<file path="src/rtl/lctp_pkg.sv">
/*
 * lctp_pkg: register map, field positions, reset values and offsets shared by
 * the lcd timing and palette block. Assumes a 32-bit APB register bus.
 */
package lctp_pkg;
    // register byte offsets
    localparam logic [7:0] LCTP_OFS_PANEL_CFG  = 8'h0c;
    localparam logic [7:0] LCTP_OFS_STATUS     = 8'h14;
    localparam logic [7:0] LCTP_OFS_PAL_WRITE  = 8'h18;
    localparam logic [7:0] LCTP_OFS_PAL_READ   = 8'h1c;
    localparam logic [7:0] LCTP_OFS_HTOTAL     = 8'h20;
    localparam logic [7:0] LCTP_OFS_HDISP_W    = 8'h24;
    localparam logic [7:0] LCTP_OFS_HDISP_S    = 8'h28;
    localparam logic [7:0] LCTP_OFS_LSYNC      = 8'h2c;
    localparam logic [7:0] LCTP_OFS_VTOTAL     = 8'h30;
    localparam logic [7:0] LCTP_OFS_VDISP_H    = 8'h34;
    localparam logic [7:0] LCTP_OFS_VDISP_S    = 8'h38;
    localparam logic [7:0] LCTP_OFS_FSYNC      = 8'h3c;

    // palette geometry
    localparam int LCTP_PAL_DEPTH = 256;
    localparam int LCTP_PAL_AW    = 8;
    localparam int LCTP_PAL_DW    = 6;

    // palette word field positions
    localparam int LCTP_IDX_LSB   = 24;
    localparam int LCTP_RED_LSB   = 18;
    localparam int LCTP_GRN_LSB   = 10;
    localparam int LCTP_BLU_LSB   = 2;
    localparam int LCTP_LANE_IDX  = 3;
    localparam int LCTP_LANE_BLU  = 0;

    // timing field positions
    localparam int LCTP_POL_BIT    = 23;
    localparam int LCTP_LSW_LSB    = 16;
    localparam int LCTP_FSW_LSB    = 16;
    localparam int LCTP_HFIELD_W   = 7;
    localparam int LCTP_VFIELD_W   = 10;
    localparam int LCTP_FSW_W      = 3;
    localparam int LCTP_VND_BIT    = 7;
    localparam int LCTP_STRAP_BIT  = 0;

    // panel config fields
    localparam int LCTP_CFG_PASSIVE_BIT = 0;
    localparam int LCTP_CFG_TYPE_LSB    = 4;

    // horizontal offsets in pixels
    localparam logic [10:0] LCTP_HOFS_PASSIVE = 11'h016;
    localparam logic [10:0] LCTP_HOFS_ACTIVE  = 11'h005;
    localparam logic [10:0] LCTP_LSYNC_OFS    = 11'h001;

    // strap capture delay, covers the two synchroniser stages
    localparam logic [1:0]  LCTP_STRAP_WAIT   = 2'h2;

    localparam logic [31:0] LCTP_RESET_WORD   = 32'h0000_0000;

    typedef enum logic [1:0] {
        LCTP_TFT_STD,
        LCTP_TFT_TYPE2,
        LCTP_TFT_TYPE3,
        LCTP_TFT_REFLECT
    } lctp_panel_e;
endpackage

</file>
<file path="src/rtl/lctp_palette.sv">
/*
 * lctp_palette: three colour palettes with one shared write port and one
 * combinational read port. Assumes writes and reads come from one clock domain.
 */
`timescale 1ns/10ps
`default_nettype none
module lctp_palette
    import lctp_pkg::*;
(
    // clock
    input  wire logic                      clk,
    // write port
    input  wire logic                      wr_en,
    input  wire logic [LCTP_PAL_AW-1:0]    wr_idx,
    input  wire logic [3*LCTP_PAL_DW-1:0]  wr_rgb,
    // read port
    input  wire logic [LCTP_PAL_AW-1:0]    rd_idx,
    output logic      [3*LCTP_PAL_DW-1:0]  rd_rgb
);
    genvar ch;
    generate
        for (ch = 0; ch < 3; ch = ch + 1)
        begin : g_chan
            logic [LCTP_PAL_DW-1:0] mem [LCTP_PAL_DEPTH];
            always_ff @(posedge clk)
            begin
                if (wr_en)
                begin
                    mem[wr_idx] <= wr_rgb[ch*LCTP_PAL_DW +: LCTP_PAL_DW];
                end
            end
            assign rd_rgb[ch*LCTP_PAL_DW +: LCTP_PAL_DW] = mem[rd_idx];
        end
    endgenerate
endmodule
`default_nettype wire

</file>
<file path="src/rtl/lctp_top.sv">
/*
 * lctp_top: APB register file, palette host access and raster timing
 * generator for an lcd panel. Assumes one clock for bus and pixel logic and an
 * APB master that keeps its request stable through the access phase.
 */
`timescale 1ns/10ps
`default_nettype none
module lctp_top
    import lctp_pkg::*;
(
    // clock and reset
    input  wire logic        clk,
    input  wire logic        rst,
    // apb slave
    input  wire logic        psel,
    input  wire logic        penable,
    input  wire logic        pwrite,
    input  wire logic [7:0]  paddr,
    input  wire logic [31:0] pwdata,
    input  wire logic [3:0]  pstrb,
    output logic      [31:0] prdata,
    output logic             pready,
    output logic             pslverr,
    // strap pin
    input  wire logic        byte_order_strap,
    // panel timing outputs
    output logic             line_sync_out,
    output logic             frame_sync_out,
    output logic             display_enable,
    output logic             vert_nondisplay
);
    // configuration registers
    logic [31:0]            pal_stage_r;
    logic [LCTP_PAL_AW-1:0] pal_rd_idx_r;
    logic                   cfg_passive_r;
    lctp_panel_e            cfg_type_r;
    logic [6:0]             horiz_total_r;
    logic [6:0]             horiz_display_width_r;
    logic [9:0]             horiz_display_start_r;
    logic                   line_sync_pol_r;
    logic [6:0]             line_sync_width_r;
    logic [9:0]             line_sync_start_r;
    logic [9:0]             vert_total_r;
    logic [9:0]             vert_display_height_r;
    logic [9:0]             vert_display_start_r;
    logic                   frame_sync_pol_r;
    logic [2:0]             frame_sync_width_r;
    logic [9:0]             frame_sync_start_r;

    // strap capture
    logic                   strap_s1_r;
    logic                   strap_s2_r;
    logic [1:0]             strap_wait_r;
    logic                   strap_done_r;
    logic                   big_endian_r;

    // bus decode
    logic                   wr_acc;
    logic                   setup;
    logic                   addr_hit;
    logic [31:0]            rd_word;
    logic [31:0]            wr_merge;
    logic                   pal_commit;
    logic [31:0]            pal_word;
    logic [3*LCTP_PAL_DW-1:0] pal_rd_rgb;

    // counters and compares
    logic [9:0]             hcount_r;
    logic [9:0]             vcount_r;
    logic [9:0]             h_last;
    logic                   h_wrap;
    logic [10:0]            hds;
    logic [11:0]            hde;
    logic [10:0]            ls_beg;
    logic [11:0]            hpe;
    logic [10:0]            vde;
    logic [10:0]            vpe;
    logic                   h_active;
    logic                   v_active;
    logic                   ls_active;
    logic                   fs_active;
    logic                   ls_pol_used;
    logic                   fs_pol_used;

    function automatic logic [31:0] lctp_strb_merge(
        input logic [31:0] old_val,
        input logic [31:0] new_val,
        input logic [3:0]  strb
    );
        logic [31:0] res;
        res = old_val;
        for (int i = 0; i < 4; i++)
        begin
            if (strb[i])
            begin
                res[i*8 +: 8] = new_val[i*8 +: 8];
            end
        end
        return res;
    endfunction

    assign setup   = psel && !penable;
    assign wr_acc  = psel && penable && pwrite && addr_hit;
    assign pready  = 1'b1;
    assign pslverr = psel && penable && !addr_hit;

    always_comb
    begin
        addr_hit = 1'b1;
        rd_word  = LCTP_RESET_WORD;
        unique case (paddr)
            LCTP_OFS_PANEL_CFG:
            begin
                rd_word[LCTP_CFG_PASSIVE_BIT] = cfg_passive_r;
                rd_word[LCTP_CFG_TYPE_LSB +: 2] = cfg_type_r;
            end
            LCTP_OFS_STATUS:
            begin
                rd_word[LCTP_VND_BIT]   = vert_nondisplay;
                rd_word[LCTP_STRAP_BIT] = big_endian_r;
            end
            LCTP_OFS_PAL_WRITE: rd_word = LCTP_RESET_WORD;
            LCTP_OFS_PAL_READ:
            begin
                // index field is write-only and reads as zero
                rd_word[LCTP_RED_LSB +: LCTP_PAL_DW] = pal_rd_rgb[2*LCTP_PAL_DW +: LCTP_PAL_DW];
                rd_word[LCTP_GRN_LSB +: LCTP_PAL_DW] = pal_rd_rgb[LCTP_PAL_DW +: LCTP_PAL_DW];
                rd_word[LCTP_BLU_LSB +: LCTP_PAL_DW] = pal_rd_rgb[0 +: LCTP_PAL_DW];
            end
            LCTP_OFS_HTOTAL:   rd_word[0 +: LCTP_HFIELD_W] = horiz_total_r;
            LCTP_OFS_HDISP_W:  rd_word[0 +: LCTP_HFIELD_W] = horiz_display_width_r;
            LCTP_OFS_HDISP_S:  rd_word[0 +: LCTP_VFIELD_W] = horiz_display_start_r;
            LCTP_OFS_LSYNC:
            begin
                rd_word[LCTP_POL_BIT] = line_sync_pol_r;
                rd_word[LCTP_LSW_LSB +: LCTP_HFIELD_W] = line_sync_width_r;
                rd_word[0 +: LCTP_VFIELD_W] = line_sync_start_r;
            end
            LCTP_OFS_VTOTAL:   rd_word[0 +: LCTP_VFIELD_W] = vert_total_r;
            LCTP_OFS_VDISP_H:  rd_word[0 +: LCTP_VFIELD_W] = vert_display_height_r;
            LCTP_OFS_VDISP_S:  rd_word[0 +: LCTP_VFIELD_W] = vert_display_start_r;
            LCTP_OFS_FSYNC:
            begin
                rd_word[LCTP_POL_BIT] = frame_sync_pol_r;
                rd_word[LCTP_FSW_LSB +: LCTP_FSW_W] = frame_sync_width_r;
                rd_word[0 +: LCTP_VFIELD_W] = frame_sync_start_r;
            end
            default: addr_hit = 1'b0;
        endcase
    end

    // read data is latched in the setup phase so it is stable in the access phase
    always_ff @(posedge clk)
    begin
        if (rst)
        begin
            prdata <= LCTP_RESET_WORD;
        end
        else if (setup && !pwrite)
        begin
            prdata <= rd_word;
        end
    end

    // byte-lane merge against the current value of the addressed register
    assign wr_merge = lctp_strb_merge(rd_word, pwdata, pstrb);

    // strap: two flops, then captured once after reset release
    always_ff @(posedge clk)
    begin
        strap_s1_r <= byte_order_strap;
        strap_s2_r <= strap_s1_r;
    end

    always_ff @(posedge clk)
    begin
        if (rst)
        begin
            strap_wait_r <= 2'h0;
            strap_done_r <= 1'b0;
            big_endian_r <= 1'b0;
        end
        else if (!strap_done_r)
        begin
            if (strap_wait_r == LCTP_STRAP_WAIT)
            begin
                strap_done_r <= 1'b1;
                big_endian_r <= strap_s2_r;
            end
            else
            begin
                strap_wait_r <= strap_wait_r + 2'h1;
            end
        end
    end

    // palette staging and commit
    assign pal_word = lctp_strb_merge(pal_stage_r, pwdata, pstrb);
    assign pal_commit = wr_acc && (paddr == LCTP_OFS_PAL_WRITE) &&
                        (big_endian_r ? pstrb[LCTP_LANE_BLU] : pstrb[LCTP_LANE_IDX]);

    always_ff @(posedge clk)
    begin
        if (rst)
        begin
            pal_stage_r  <= LCTP_RESET_WORD;
            pal_rd_idx_r <= '0;
        end
        else if (wr_acc && paddr == LCTP_OFS_PAL_WRITE)
        begin
            pal_stage_r <= pal_word;
            if (pstrb[LCTP_LANE_IDX])
            begin
                pal_rd_idx_r <= pwdata[LCTP_IDX_LSB +: LCTP_PAL_AW];
            end
        end
        else if (wr_acc && paddr == LCTP_OFS_PAL_READ && pstrb[LCTP_LANE_IDX])
        begin
            pal_rd_idx_r <= pwdata[LCTP_IDX_LSB +: LCTP_PAL_AW];
        end
    end

    lctp_palette u_palette (
        .clk    (clk),
        .wr_en  (pal_commit),
        .wr_idx (pal_word[LCTP_IDX_LSB +: LCTP_PAL_AW]),
        .wr_rgb ({pal_word[LCTP_RED_LSB +: LCTP_PAL_DW],
                  pal_word[LCTP_GRN_LSB +: LCTP_PAL_DW],
                  pal_word[LCTP_BLU_LSB +: LCTP_PAL_DW]}),
        .rd_idx (pal_rd_idx_r),
        .rd_rgb (pal_rd_rgb)
    );

    // panel configuration
    always_ff @(posedge clk)
    begin
        if (rst)
        begin
            cfg_passive_r <= 1'b0;
            cfg_type_r    <= LCTP_TFT_STD;
        end
        else if (wr_acc && paddr == LCTP_OFS_PANEL_CFG)
        begin
            cfg_passive_r <= wr_merge[LCTP_CFG_PASSIVE_BIT];
            cfg_type_r    <= lctp_panel_e'(wr_merge[LCTP_CFG_TYPE_LSB +: 2]);
        end
    end

    // horizontal timing registers
    always_ff @(posedge clk)
    begin
        if (rst)
        begin
            horiz_total_r         <= '0;
            horiz_display_width_r <= '0;
            horiz_display_start_r <= '0;
            line_sync_pol_r       <= 1'b0;
            line_sync_width_r     <= '0;
            line_sync_start_r     <= '0;
        end
        else if (wr_acc)
        begin
            if (paddr == LCTP_OFS_HTOTAL)
            begin
                horiz_total_r <= wr_merge[0 +: LCTP_HFIELD_W];
            end
            if (paddr == LCTP_OFS_HDISP_W)
            begin
                horiz_display_width_r <= wr_merge[0 +: LCTP_HFIELD_W];
            end
            if (paddr == LCTP_OFS_HDISP_S)
            begin
                horiz_display_start_r <= wr_merge[0 +: LCTP_VFIELD_W];
            end
            if (paddr == LCTP_OFS_LSYNC)
            begin
                line_sync_pol_r   <= wr_merge[LCTP_POL_BIT];
                line_sync_width_r <= wr_merge[LCTP_LSW_LSB +: LCTP_HFIELD_W];
                line_sync_start_r <= wr_merge[0 +: LCTP_VFIELD_W];
            end
        end
    end

    // vertical timing registers
    always_ff @(posedge clk)
    begin
        if (rst)
        begin
            vert_total_r          <= '0;
            vert_display_height_r <= '0;
            vert_display_start_r  <= '0;
            frame_sync_pol_r      <= 1'b0;
            frame_sync_width_r    <= '0;
            frame_sync_start_r    <= '0;
        end
        else if (wr_acc)
        begin
            if (paddr == LCTP_OFS_VTOTAL)
            begin
                vert_total_r <= wr_merge[0 +: LCTP_VFIELD_W];
            end
            if (paddr == LCTP_OFS_VDISP_H)
            begin
                vert_display_height_r <= wr_merge[0 +: LCTP_VFIELD_W];
            end
            if (paddr == LCTP_OFS_VDISP_S)
            begin
                vert_display_start_r <= wr_merge[0 +: LCTP_VFIELD_W];
            end
            if (paddr == LCTP_OFS_FSYNC)
            begin
                frame_sync_pol_r   <= wr_merge[LCTP_POL_BIT];
                frame_sync_width_r <= wr_merge[LCTP_FSW_LSB +: LCTP_FSW_W];
                frame_sync_start_r <= wr_merge[0 +: LCTP_VFIELD_W];
            end
        end
    end

    // last pixel of a line is total*8+7, i.e. field with three low ones
    assign h_last = {horiz_total_r, 3'h7};
    assign h_wrap = (hcount_r == h_last);

    always_ff @(posedge clk)
    begin
        if (rst)
        begin
            hcount_r <= '0;
            vcount_r <= '0;
        end
        else if (h_wrap)
        begin
            hcount_r <= '0;
            if (vcount_r == vert_total_r)
            begin
                vcount_r <= '0;
            end
            else
            begin
                vcount_r <= vcount_r + 10'h001;
            end
        end
        else
        begin
            hcount_r <= hcount_r + 10'h001;
        end
    end

    // window edges, widened so sums cannot wrap
    assign hds = {1'b0, horiz_display_start_r} +
                 (cfg_passive_r ? LCTP_HOFS_PASSIVE : LCTP_HOFS_ACTIVE);
    assign hde = {1'b0, hds} + {2'b00, horiz_display_width_r, 3'h7} + 12'h001;
    assign ls_beg = {1'b0, line_sync_start_r} + LCTP_LSYNC_OFS;
    assign hpe = {1'b0, ls_beg} + {5'h00, line_sync_width_r} + 12'h001;
    assign vde = {1'b0, vert_display_start_r} + {1'b0, vert_display_height_r} + 11'h001;
    assign vpe = {1'b0, frame_sync_start_r} + {8'h00, frame_sync_width_r} + 11'h001;

    assign h_active  = ({2'b00, hcount_r} >= {1'b0, hds}) && ({2'b00, hcount_r} < hde);
    assign v_active  = (vcount_r >= vert_display_start_r) && ({1'b0, vcount_r} < vde);
    assign ls_active = ({2'b00, hcount_r} >= {1'b0, ls_beg}) && ({2'b00, hcount_r} < hpe);
    assign fs_active = (vcount_r >= frame_sync_start_r) && ({1'b0, vcount_r} < vpe);

    // polarity setting is ignored for some active types; those drive active high
    assign ls_pol_used = (!cfg_passive_r &&
                          (cfg_type_r == LCTP_TFT_TYPE2 || cfg_type_r == LCTP_TFT_TYPE3)) ?
                         1'b1 : line_sync_pol_r;
    assign fs_pol_used = (!cfg_passive_r && cfg_type_r == LCTP_TFT_TYPE2) ?
                         1'b1 : frame_sync_pol_r;

    always_ff @(posedge clk)
    begin
        if (rst)
        begin
            line_sync_out   <= 1'b0;
            frame_sync_out  <= 1'b0;
            display_enable  <= 1'b0;
            vert_nondisplay <= 1'b1;
        end
        else
        begin
            line_sync_out   <= ls_pol_used ? ls_active : !ls_active;
            frame_sync_out  <= fs_pol_used ? fs_active : !fs_active;
            display_enable  <= h_active && v_active;
            vert_nondisplay <= !v_active;
        end
    end
endmodule
`default_nettype wire

</file>
<file path="config.mk">
export PLATFORM = sky130hd
export DESIGN_NAME = lctp_top
export DESIGN_NICKNAME = d
export VERILOG_FILES = /design/src/rtl/lctp_pkg.sv /design/src/rtl/lctp_palette.sv /design/src/rtl/lctp_top.sv
export SDC_FILE = /design/constraint.sdc
export NUM_CORES = 2
export LEC_CHECK = 0
export BUFFER_PORTS_ARGS = -buffer_cell sky130_fd_sc_hd__buf_2
export CAP_MARGIN = 40
export CORE_ASPECT_RATIO = 0.7
export CORE_UTILIZATION = 45
export CTS_CLUSTER_SIZE = 28
export DETAILED_ROUTE_END_ITERATION = 8
export HOLD_SLACK_MARGIN = 0.12
export PLACE_DENSITY = 0.59
export SYNTH_ARGS = -nofsm -noshare
export SYNTH_HDL_FRONTEND = slang
export SYNTH_MEMORY_MAX_BITS = 65536
export SYNTH_SLANG_ARGS = --single-unit
</file>
<file path="constraint.sdc">
create_clock -name clk -period 28.1 [get_ports clk]
set_input_delay 5.62 -clock clk [delete_from_list [all_inputs] [get_ports clk]]
set_output_delay 5.62 -clock clk [all_outputs]
set_load 0.01 [all_outputs]
</file>
==> results.md <==
* Worst Setup End Kind: output pin
* Largest net degree at the start of global routing at 157
* DP HPWL at around 390000 um
* Cell Chain, Critical Path: buf_2, nor2_1, nor2_1, o211ai_1, and3_1, buf_2
* Synth area leaders: edfxtp_1 73%, mux4_2 15%, dfxtp_1 2.0%
* Port Buf Inserts at 78
* Per-cell routed wire length at between 30 and 40 um
* CTS H-tree depth at 5
* Fin. Hold Viols at 0
* Storage cell area at roughly 140000 um2
* Number of buffers created by CTS at 442
* Static Leak at roughly 67 nW
* Worst setup SP type: primary input
* Count leader, synth: edfxtp_1
* Max stage delay on crit path at approximately 0.54 ns
* Core area at 416000 um2
* Clock Latency Late Sink at 1.00 ns
* Share of layout cells above drive strength 1 at approximately 30%
* Count of cell types in the netlist at 83
* RePlAce Congestion at approximately 0.95
* Mean Syn Cell Area at between 20 and 25 um2
* CP Depth at 6
* Seq/Total Area, Yosys at 75.3%
* DRC violations left at 0
* CTS clk-pin slew, worst paths at approximately 0.060 ns
* Flops & latches, synth at approximately 4800
* Clock Path Buffers at 4
* Synth area leader: edfxtp_1
* Num Clock Sinks at between 4000 and 5000
* Headroom to the max-slew limit at between 20% and 30%
* Worst vdd ir at about 0.057 mV
* Post-Syn Area at roughly 190000 um2
* Slew @ Worst Pin at roughly 1.2 ns
* Net Sw Frac at a little over 20%
* Chip height at roughly 540 um
* Post-route ant nets at 0
* Total GRT Usage at between 20% and 30%
* RSZ-0062 raised after global routing: no
* Synth Warn # at 0
* Total wire length at a little under 600000 um
* R2r worst-path depth at 15
* Area of the multi-input gates at 44400 um2
* Fin worst setup slack at roughly 15 ns
* Critical Path Fanout Max at 11
* Seq pwr share at between 50% and 60%
* Clock share of power at 43.1%
* Final setup vio count at 0
* Final min period at approximately 13 ns
* TritonCTS clock tree: done
* Vias per cell at 6.45
* Critical path's slowest cell: o211ai_1
* Root Buffer: clkbuf_16
* Pre-CTS WS at about 15 ns
* Starting Density at between 40% and 50%
* Net switching power at 2.86 mW
* R2R setup slack at 20.05 ns
* Max Freq at ~79 MHz
* Critical path type: in -> out
* Worst Clk Skew at just under 0.06 ns
* Layout area overhead at 14.6%
* Synth top area share at between 70% and 80%
* Antenna violations before repair at 68
* Die Wd at 776 um
* CP bufs+invs at 2
* Initial drt markers at ~17000
* Vias in the first global route at ~94000
* Primary FF master, synth: edfxtp_1
* Worst Hold Class: reg -> reg
* Post-route setup TNS at 0 ns
* Fill cells at 32100
* Hold Path Cell Cnt at 0
* Hold buffers post-CTS at 0
* Row count at 198
* Critical path required time at approximately 22 ns
* Status: complete, no violations
* Number of cells produced by synthesis at roughly 9000
* I/O pin cnt at 88
* PwrDens at roughly 65 nW/um2
* Async S/R FF share, synth at 0%
* Internal power at around 11 mW
* Maxcap violations at 0
* Worst EP arrival at slightly above 7 ns
* Layout net count at 9749
* Synth top cells by count: 4608 x edfxtp_1, 1233 x mux4_2, 437 x nor2_1
* Combinational share of power at roughly 1.5%
* Total die area at 422000 um2
* Post-CTS Setup Bufs at 0
* First-pass GRT wire length at about 800000 um
* Fin. max-slew vios at 0
* CP top delay family: simple AND/OR/NAND/NOR gates
* Tcrit/Tclk final at 45.2%
* Remaining global-route overflow at 0
* Post-CTS Resized at 0
* Pre-antenna DRT Iters at 9
* Via Count at roughly 100k
* Number of flops mapped to enable cells by yosys at 4608
[flip-flops by register name, summed over array words and instances (netlist names), 2 cells and up, named ones only]
name / flops
u_palette.g_chan.mem: 4608
pal_stage_r: 26
prdata: 24
frame_sync_start_r: 10
hcount_r: 10
horiz_display_start_r: 10
line_sync_start_r: 10
vcount_r: 10
vert_display_height_r: 10
vert_display_start_r: 10
vert_total_r: 10
pal_rd_idx_r: 8
horiz_display_width_r: 7
horiz_total_r: 7
line_sync_width_r: 7
frame_sync_width_r: 3
cfg_type_r: 2
strap_wait_r: 2
[power groups by stage]
stage	Combinational [mW]	Sequential, mW	Clock, mW
after global placement	0.196	7.98	0
final	0.219	7.83	6.10
after floorplan	0.0815	7.99	0
after CTS	0.215	7.83	6.16
after detailed placement	0.216	7.98	0
after global routing	0.227	7.82	6.42
[stage by stage]
step / cells / utilization [%] / cell area (um2) / total power [mW] / hold slack, ns
floorplan: 8957 / - / 189000 / 8.08 / 0.310
global placement: 14400 / 47.1 / 196000 / 8.18 / 0.316
detailed placement: 14700 / 48.4 / 201000 / 8.20 / 0.327
CTS: 15500 / 51.8 / 216000 / 14.2 / 0.338
global route: 15600 / 51.9 / 216000 / 14.5 / 0.340
finish: 15600 / 51.9 / 216000 / 14.1 / 0.336
[cell families after synthesis]
| logic type | count (synthesis) | share of synthesized area [%] |
|---|---|---|
| compound gates | 762 | 2.78 |
| xor+xnor | 70 | 0.325 |
| fa+ha+maj | 115 | 0.783 |
| buf+inv | 568 | 1.78 |
| flops | 4793 | 75.3 |
| mux | 1539 | 16.4 |
| other cells | 2 | 0.00398 |
| simple gates | 1101 | 2.63 |
[layout make-up]
cell class,instances,share of cell area (%)
repair buffers,676,3.66
clock inverters,272,1.29
inverters,75,0.135
clock buffers,533,5.40
diodes,36,0.0417
multi-input cells,3596,20.5
flip-flops and latches,4793,65.7
well taps,5600,3.24
[layer usage]
| metal | track usage (%) | part of all wire (%) | vias up |
|---|---|---|---|
| met5 | 0 | 0.018 | - |
| met4 | 8.24 | 3.4 | 18 |
| met3 | 9.06 | 14 | 940 |
| met2 | 37.3 | 41 | 7047 |
| met1 | 42.4 | 41 | 53700 |
| li1 | - | - | 38700 |
[placed cells by master, fill, tap and decap left out, types with 84 or more instances in the layout]
| cell type | synthesis | final |
|---|---|---|
| nor2_2 | 2 | 264 |
| nor2_1 | 437 | 174 |
| ha_1 | 110 | 110 |
| mux2i_1 | 261 | 256 |
| nand3_1 | 102 | 102 |
| buf_4 | 84 | 258 |
| o21ai_0 | 125 | 122 |
| a22oi_1 | 103 | 103 |
| dfxtp_1 | 185 | 179 |
| clkinv_1 | 2 | 87 |
| buf_8 | 10 | 209 |
| edfxtp_1 | 4608 | 4608 |
| a21oi_1 | 140 | 140 |
| clkbuf_16 | 0 | 451 |
| buf_2 | 147 | 102 |
| clkinv_2 | 0 | 84 |
| mux4_2 | 1233 | 1233 |
| nand2_1 | 275 | 256 |
[path summary, 6_finish.rpt]
check,startpoint,endpoint
worst min-delay path,strap_s1_r,strap_s2_r
worst max register to register,register,frame_sync_start_r[3]
worst max-delay path,paddr[3],pslverr
worst min register to register,strap_s1_r,strap_s2_r
Power figures use the tool's default switching activity.
